==> src/rtl/rot_consts.svh <==
// constants for the rotate instruction unit
`ifndef ROT_CONSTS_SVH
`define ROT_CONSTS_SVH

// ------------------------------------------------------------
// instruction word fields
// ------------------------------------------------------------
`define ROT_INSTR_W        16
`define ROT_OPC_MSB        15
`define ROT_OPC_LSB        9
`define ROT_DEST_BIT       8
`define ROT_ADDR_MSB       7
`define ROT_ADDR_LSB       0

// ------------------------------------------------------------
// opcodes (upper seven bits of the word)
// ------------------------------------------------------------
`define ROT_OPC_RIGHT_CARRY 7'h0c
`define ROT_OPC_LEFT_NOCARRY 7'h11

// ------------------------------------------------------------
// destination select values
// ------------------------------------------------------------
`define ROT_DEST_WORKING   1'h0
`define ROT_DEST_FILE      1'h1

// ------------------------------------------------------------
// arithmetic status bit positions
// ------------------------------------------------------------
`define ROT_FLAG_C         0
`define ROT_FLAG_DC        1
`define ROT_FLAG_Z         2
`define ROT_FLAG_OV        3

// ------------------------------------------------------------
// reset values
// ------------------------------------------------------------
`define ROT_WORKING_RST    8'h00
`define ROT_FLAGS_RST      4'h0
`define ROT_INSTR_RST      16'h0000
`define ROT_DATA_RST       8'h00

`endif

==> src/rtl/rot_pkg.sv <==
// types shared by the rotate instruction unit
package rot_pkg;

  typedef enum logic [3:0] {
    phase_decode  = 4'b0001,
    phase_read    = 4'b0010,
    phase_execute = 4'b0100,
    phase_write   = 4'b1000
  } phase_type;

  typedef enum logic [2:0] {
    op_none                   = 3'b001,
    rotate_right_via_carry_op = 3'b010,
    rotate_left_no_carry_op   = 3'b100
  } rot_op_type;

endpackage : rot_pkg

==> src/rtl/rot_if.sv <==
// carrier between the sequencer and the rotate datapath
`timescale 1ns/1ps
interface rot_if;
  import rot_pkg::*;

  rot_op_type op;
  logic [7:0] operand;
  logic       carry_in;
  logic [7:0] result;
  logic       carry_out;

  modport alu
  (
    input  op,
    input  operand,
    input  carry_in,
    output result,
    output carry_out
  );

  modport core
  (
    output op,
    output operand,
    output carry_in,
    input  result,
    input  carry_out
  );
endinterface : rot_if

==> src/rtl/rot_shifter.sv <==
// combinational rotate datapath for both rotate opcodes
`timescale 1ns/1ps
module rot_shifter
  import rot_pkg::*;
(
  rot_if.alu sh
);

  always_comb
  begin
    sh.result    = sh.operand;
    sh.carry_out = sh.carry_in;
    unique case (sh.op)
      rotate_right_via_carry_op:
      begin
        sh.result    = {sh.carry_in, sh.operand[7:1]};
        sh.carry_out = sh.operand[0];
      end
      rotate_left_no_carry_op:
      begin
        sh.result    = {sh.operand[6:0], sh.operand[7]};
        sh.carry_out = sh.carry_in;
      end
      op_none:
      begin
        sh.result    = sh.operand;
        sh.carry_out = sh.carry_in;
      end
      default:
      begin
        sh.result    = sh.operand;
        sh.carry_out = sh.carry_in;
      end
    endcase
  end

endmodule : rot_shifter

==> src/rtl/rotate_instruction_unit.sv <==
// four-phase rotate instruction unit: sequencer, operand path, destination write
// ------------------------------------------------------------
// Summary of operation
// - the right rotate moves each bit down one, bit 0 goes to carry and old carry enters bit 7.
// - destination bit 0 writes the result to the working register, 1 writes it to the file.
// - the right rotate changes only carry among the status bits; zero, dc and overflow hold.
// - the operand is read from the file address in the low byte, in one four-phase cycle.
// ------------------------------------------------------------
`timescale 1ns/1ps
`include "rot_consts.svh"

module rotate_instruction_unit
  import rot_pkg::*;
(
  input  wire logic                    mclk_i,
  input  wire logic                    rst_n_i,
  input  wire logic                    ce_i,
  input  wire logic                    instr_valid_i,
  input  wire logic [`ROT_INSTR_W-1:0] instr_i,
  output logic                         instr_ready_o,
  output logic [7:0]                   file_addr_o,
  output logic                         file_re_o,
  input  wire logic [7:0]              file_rdata_i,
  output logic                         file_we_o,
  output logic [7:0]                   file_wdata_o,
  input  wire logic                    working_wr_i,
  input  wire logic [7:0]              working_wdata_i,
  output logic [7:0]                   working_register_o,
  input  wire logic                    flags_wr_i,
  input  wire logic [3:0]              flags_wdata_i,
  output logic [3:0]                   flags_o,
  output logic                         busy_o
);

  phase_type             phase_reg;
  phase_type             phase_next;
  rot_op_type            op_reg;
  rot_op_type            op_next;
  logic [`ROT_INSTR_W-1:0] instr_reg;
  logic [7:0]            operand_reg;
  logic [7:0]            result_reg;
  logic                  carry_out_reg;
  logic [7:0]            working_reg;
  logic [3:0]            flags_reg;
  logic                  active;
  logic                  dest_file;
  logic                  take;

  rot_if sh_if ();

  // ------------------------------------------------------------
  // phase sequencer
  // ------------------------------------------------------------
  always_comb
  begin
    phase_next = phase_reg;
    unique case (phase_reg)
      phase_decode:  phase_next = take ? phase_read : phase_decode;
      phase_read:    phase_next = phase_execute;
      phase_execute: phase_next = phase_write;
      phase_write:   phase_next = phase_decode;
      default:       phase_next = phase_decode;
    endcase
  end

  always_ff @(posedge mclk_i or negedge rst_n_i)
  begin
    if (!rst_n_i)
      phase_reg <= phase_decode;
    else if (ce_i)
      phase_reg <= phase_next;
  end

  assign take          = (phase_reg == phase_decode) && instr_valid_i;
  assign instr_ready_o = (phase_reg == phase_decode);
  assign busy_o        = (phase_reg != phase_decode);

  // ------------------------------------------------------------
  // decode
  // ------------------------------------------------------------
  always_comb
  begin
    unique case (instr_i[`ROT_OPC_MSB:`ROT_OPC_LSB])
      `ROT_OPC_RIGHT_CARRY:  op_next = rotate_right_via_carry_op;
      `ROT_OPC_LEFT_NOCARRY: op_next = rotate_left_no_carry_op;
      default:               op_next = op_none;
    endcase
  end

  always_ff @(posedge mclk_i or negedge rst_n_i)
  begin
    if (!rst_n_i)
    begin
      instr_reg <= `ROT_INSTR_RST;
      op_reg    <= op_none;
    end
    else if (ce_i && take)
    begin
      instr_reg <= instr_i;
      op_reg    <= op_next;
    end
  end

  assign active    = (op_reg != op_none);
  assign dest_file = (instr_reg[`ROT_DEST_BIT] == `ROT_DEST_FILE);

  // ------------------------------------------------------------
  // operand read
  // ------------------------------------------------------------
  assign file_addr_o = instr_reg[`ROT_ADDR_MSB:`ROT_ADDR_LSB];
  assign file_re_o   = (phase_reg == phase_read) && active;

  always_ff @(posedge mclk_i or negedge rst_n_i)
  begin
    if (!rst_n_i)
      operand_reg <= `ROT_DATA_RST;
    else if (ce_i && file_re_o)
      operand_reg <= file_rdata_i;
  end

  // ------------------------------------------------------------
  // execute
  // ------------------------------------------------------------
  assign sh_if.op       = op_reg;
  assign sh_if.operand  = operand_reg;
  assign sh_if.carry_in = flags_reg[`ROT_FLAG_C];

  rot_shifter u_shifter
  (
    .sh (sh_if.alu)
  );

  always_ff @(posedge mclk_i or negedge rst_n_i)
  begin
    if (!rst_n_i)
    begin
      result_reg    <= `ROT_DATA_RST;
      carry_out_reg <= 1'h0;
    end
    else if (ce_i && (phase_reg == phase_execute) && active)
    begin
      result_reg    <= sh_if.result;
      carry_out_reg <= sh_if.carry_out;
    end
  end

  // ------------------------------------------------------------
  // destination write
  // ------------------------------------------------------------
  assign file_we_o    = ce_i && (phase_reg == phase_write) && active && dest_file;
  assign file_wdata_o = result_reg;

  // the rotate result wins over a concurrent load from elsewhere in the core
  always_ff @(posedge mclk_i or negedge rst_n_i)
  begin
    if (!rst_n_i)
      working_reg <= `ROT_WORKING_RST;
    else if (ce_i && (phase_reg == phase_write) && active && !dest_file)
      working_reg <= result_reg;
    else if (ce_i && working_wr_i)
      working_reg <= working_wdata_i;
  end

  assign working_register_o = working_reg;

  // ------------------------------------------------------------
  // status bits
  // ------------------------------------------------------------
  // only carry follows the right rotate; an outside write still sets the other bits
  always_ff @(posedge mclk_i or negedge rst_n_i)
  begin
    if (!rst_n_i)
      flags_reg <= `ROT_FLAGS_RST;
    else if (ce_i)
    begin
      if (flags_wr_i)
        flags_reg <= flags_wdata_i;
      if ((phase_reg == phase_write) && (op_reg == rotate_right_via_carry_op))
        flags_reg[`ROT_FLAG_C] <= carry_out_reg;
    end
  end

  assign flags_o = flags_reg;
endmodule : rotate_instruction_unit

==> config.mk <==
export PLATFORM = sky130hd
export DESIGN_NAME = rotate_instruction_unit
export DESIGN_NICKNAME = d
export VERILOG_FILES = /design/src/rtl/rot_pkg.sv /design/src/rtl/rot_if.sv /design/src/rtl/rot_shifter.sv /design/src/rtl/rotate_instruction_unit.sv
export VERILOG_INCLUDE_DIRS = /design/src /design/src/rtl
export SDC_FILE = /design/constraint.sdc
export NUM_CORES = 1
export LEC_CHECK = 0
export ABC_AREA = 1
export BUFFER_PORTS_ARGS = -buffer_cell sky130_fd_sc_hd__buf_2
export CORE_MARGIN = 2
export CORE_UTILIZATION = 55
export DETAILED_ROUTE_END_ITERATION = 6
export PLACE_DENSITY = 0.86
export REMOVE_ABC_BUFFERS = 1
export SYNTH_ARGS = -nofsm -noshare
export SYNTH_HDL_FRONTEND = slang
export SYNTH_SLANG_ARGS = --single-unit
==> constraint.sdc <==
create_clock -name mclk_i -period 2.4 [get_ports mclk_i]
set_input_delay 0.36 -clock mclk_i [delete_from_list [all_inputs] [get_ports mclk_i]]
set_output_delay 0.36 -clock mclk_i [all_outputs]
set_load 0.05 [all_outputs]
Word level (Yosys, flattened, before mapping) --
Index checks and enable logic that the tools add are counted.
Operators by class: equality and inequality tests 10, muxes and demuxes 9, reduce and logical (&&, ||, !) cells 17
Operators by type and width (number):
- 8-bit two-way mux | 2
- 8-bit case mux with 2 select lines | 1
- 1-bit logical AND | 12
- 4-bit case mux with 3 select lines | 1
- 7-bit by 4-bit equality test with 1-bit output (second input constant) | 1
- 7-bit by 5-bit equality test with 1-bit output (second input constant) | 1
- 3-bit case mux with 2 select lines | 1
- 4-bit by 1-bit equality test with 1-bit output (second input constant) | 1
- 4-bit by 2-bit equality test with 1-bit output (second input constant) | 1
- 4-bit by 3-bit equality test with 1-bit output (second input constant) | 1
- 4-bit equality test (second input constant) | 1
- 4-bit by 1-bit inequality test with 1-bit output (second input constant) | 1
- 2-bit AND reduction | 2
- 2-bit nonzero test | 2
- 3-bit by 2-bit equality test with 1-bit output (second input constant) | 1
- 3-bit equality test (second input constant) | 1
- 1-bit two-way mux | 3
- 3-bit by 1-bit inequality test with 1-bit output (second input constant) | 1
- 2-bit two-way mux | 1
- 1-bit logical NOT | 1
Word-level totals: register bits after elaboration 45, word-level logic and storage cells 45, output and inout port bits 32

Logic depth before layout (Yosys ltp) --
depth after elaboration 5, mapped depth 8, depth with buffers taken out 8

Cells and area by module --
A second synthesis with hierarchy kept.
Second synthesis, totals: cell total of the unflattened synthesis 311, area, all modules 2524.9 µm²
By module, submodules not included:
- rotate_instruction_unit | cells an instance 269, instances 1, area each 2268.4 µm²
- rot_shifter | cells an instance 42, instances 1, area each 256.5 µm²

Worst setup path before layout --
No wires, ideal clock.
path kind reg2out, from register op_reg[0], to output file_we_o, arrival 1790 ps, buffers on the path 1, data required time 2040 ps, setup slack 250 ps, cell stages (with the launch flop) 5, cells stage by stage dfstp_2 buf_2 nand2_1 nand2_1 nor3_1
On the way: longest elaborated chain between the ends 3
Ends and longest elaborated chain:
- from (decl) | line rotate_instruction_unit.sv:37 | rot_op_type op_reg;
- from (signal assigned) | line rotate_instruction_unit.sv:95 | op_reg <= op_none;
- from (signal assigned) | line rotate_instruction_unit.sv:100 | op_reg <= op_next;
- 3-bit by 1-bit inequality test with 1-bit output | line rotate_instruction_unit.sv:104 | assign active = (op_reg != op_none);
- 1-bit logical AND (2 in series) | line rotate_instruction_unit.sv:150 | assign file_we_o = ce_i && (phase_reg == phase_write) && active && dest_file;
- to (decl) | line rotate_instruction_unit.sv:24 | output logic file_we_o,
Every way passes these cells.

Worst setup path after layout --
from register phase_reg[3], to output file_re_o
On the way: longest elaborated chain between the ends 2
Ends and longest elaborated chain:
- from (decl) | line rotate_instruction_unit.sv:35 | phase_type phase_reg;
- from (signal assigned) | line rotate_instruction_unit.sv:69 | phase_reg <= phase_decode;
- from (signal assigned) | line rotate_instruction_unit.sv:71 | phase_reg <= phase_next;
- 4-bit by 2-bit equality test with 1-bit output | line rotate_instruction_unit.sv:111 | assign file_re_o = (phase_reg == phase_read) && active;
- 1-bit logical AND | line rotate_instruction_unit.sv:111
- to (decl) | line rotate_instruction_unit.sv:22 | output logic file_re_o,
Every way passes these cells.

==> impl_metrics.ini <==
[timing]
max_freq_mhz = 487
fin_crit_sh_pct = 85.5
max_slew_margin_pct = 62.4
hold_viol_final = 0
tightest_slew_ps = 561
whs_ps = 22.5
rsz0062_at_grt = false
finClkSkew_ps = 8.54
tns_ps = 0
drv_slew = 0
period_needed_ps = 2050
setup_viol = 0

[placed_design]
dp_cells = 421
dpl.hpwl_mm = 3.93
numPortBuffers = 73
dpl_cell_area_mm2 = 0.00272
finalWeightedCongestion = 0.895

[setup_path]
worstPathArrival_ps = 1690
cp-start-kind = flop
path_class = flop to output port
critPathMaxFanout = 10
worstSetupEndpointType = output port
rrSetupSlack_ps = 870
cp_data_required_time_ps = 2040

[die]
die_width_um = 69.8
initial_core_util_pct = 58.3
rows = 23
io_pins = 74
dieArea_mm2 = 0.00488
core_area_mm2 = 0.00409
die_h_um = 69.8

[hold_path]
hp-class = primary input to asynchronous set/reset pin

[power]
ir_drop_mv = 0.692
powerDensity_mw_per_mm2 = 1100
power_frac_clock_pct = 18.6
power_switching_mw = 1.45
p_leak_nw = 1.60
netSwitchingFraction_pct = 46.3
p_comb_share_pct = 43.1
seqPwrFrac_pct = 38.4
internal-power_mw = 1.68

[outcome]
status = finished, final reports clean

[clocking]
cts.clk_slew.worst_paths_ps = 80
hold_buffers = 0
cts_made_buffers = 5
cts_setup_buffers = 0
clk_path_buf_depth = 2
h-tree-depth = 2
cts_num_sinks = 45
cts_root_buffer = clkbuf_8
cts_tree = built
cts_resized = 0
insertion_delay_ps = 300

[grt]
grt_max_degree = 25
grt_pass1_vias = 2056
grt_overflow_total = 0
grt_antenna_before_repair = 0
grt_pass1_wl_mm = 8.90
grt.total_usage_pct = 22.5

[drt]
wire_per_inst_um = 12.1
viasPerCell = 5.10
first_iter_violations = 86
firstDrtPassIters = 4
final_antenna_net_count = 0
routed-via-count = 2187
drc = 0
wl_mm = 5.18

[yosys]
async_flop_share_pct = 100
ys_warn_count = 0
synth.avg_cell_area_um2 = 7.69
synthFlopType = dfrtp_1
synth_area_mm2 = 0.00238
ys_ff_latch = 45
synthMostInstantiatedCell = nand2_1
synth-edff-count = 0
synthTopCellsByCount = nand2_1 (143), dfrtp_1 (43), nand3_1 (37)
synth_cell_types = 26
yosys.area.top_type = dfrtp_1
synth_area_leaders = dfrtp_1 (45%), nand2_1 (23%), nand3_1 (7.8%)
yosys.area.top_type_share_pct = 45.1
syn-instance-count = 310
seq_area_frac_synth_pct = 47.3

[cells_and_area]
largest_reg_flops = 9
fin_cells = 429
diodes = 0
nets = 420
final_area_mm2 = 0.00284
drive_above_1_share_pct = 27.4
area_delta_synth_final_pct = 19.2

[run]
cap_violations = 0
power by group through the flow:
stage	Combinational [mW]	Clock (mW)	Sequential (mW)
global route	1.47	0.633	1.24
CTS	1.36	0.597	1.20
global placement	1.32	0	1.20
floorplan	0.589	0	1.62
detailed placement	1.35	0	1.21
finish	1.35	0.582	1.20
metal layers:
metal / GRT usage (%) / up-vias / wire length, um
li1: - / 1108 / -
met1: 28.1 / 990 / 2220
met4: 8.97 / 0 / 94
met2: 37.5 / 78 / 2530
met3: 5.38 / 11 / 336
met5: 0 / - / 0
worst max-delay path: stages (launching register included):
cell and delay, ps:
dfrtp_1 450, nor2_2 180, nand3_2 140, a21oi_4 290, buf_2 330
area by class of cell:
cell class / count / area [um2]
Timing Repair Buffer: 76 / 388
Tap cell: 50 / 62.6
Clock inverter: 1 / 30.0
Inverter: 26 / 97.6
Sequential cell: 45 / 1130
Clock buffer: 7 / 86.3
Multi-Input combinational cell: 224 / 1050
Fill cell: 344 / 1250
cell families (layout without fill, tap and decap cells):
group	count (synthesis)	in the layout	share of synthesized area, %
AOI/OAI and AO/OA	9	9	2.63
buffers and inverters	41	110	8.71
DFF	45	45	47.3
muxes	3	3	1.42
and+or+nand+nor	212	212	39.9
path summary, 6_finish.rpt:
check                                         to          from  depth (start not counted)
max in group asynchronous              op_reg[0]       rst_n_i                          2
hold reg to reg                     instr_reg[4]  instr_reg[4]                          2
hold / removal             working_register_o[4]       rst_n_i                          1
setup / recovery                       file_re_o  phase_reg[3]                          4
min in group mclk_i                 instr_reg[3]    instr_i[3]                          3
setup reg to reg                 file_wdata_o[7]     op_reg[0]                          7
stage by stage:
| step | setup WS, ps | utilization [%] | power [mW] |
|---|---|---|---|
| floorplan | 292 | - | 2.21 |
| global placement | 769 | 66.7 | 2.52 |
| detailed placement | 715 | 66.7 | 2.56 |
| CTS | 359 | 69.5 | 3.15 |
| global route | 268 | 69.5 | 3.33 |
| finish | 348 | 69.5 | 3.14 |
layout by cell type, fill, tap and decap left out:
cell       count
a21oi_2        1
a21oi_4        1
buf_2         73
buf_4          3
bufinv_16      1
clkbuf_1       1
clkbuf_8       6
dfrtp_1       43
dfstp_2        2
inv_1         23
inv_2          3
mux2_2         3
nand2_1      143
nand2_2        2
nand3_1       37
nand3_2        2
nand4_1       10
nand4_4        1
nor2_1        10
nor2_2         2
nor2_4         1
nor2_8         1
nor3_1         1
nor3_2         1
nor3_4         1
o211ai_1       1
o21ai_0        6
(Power assumes the default switching activity.)
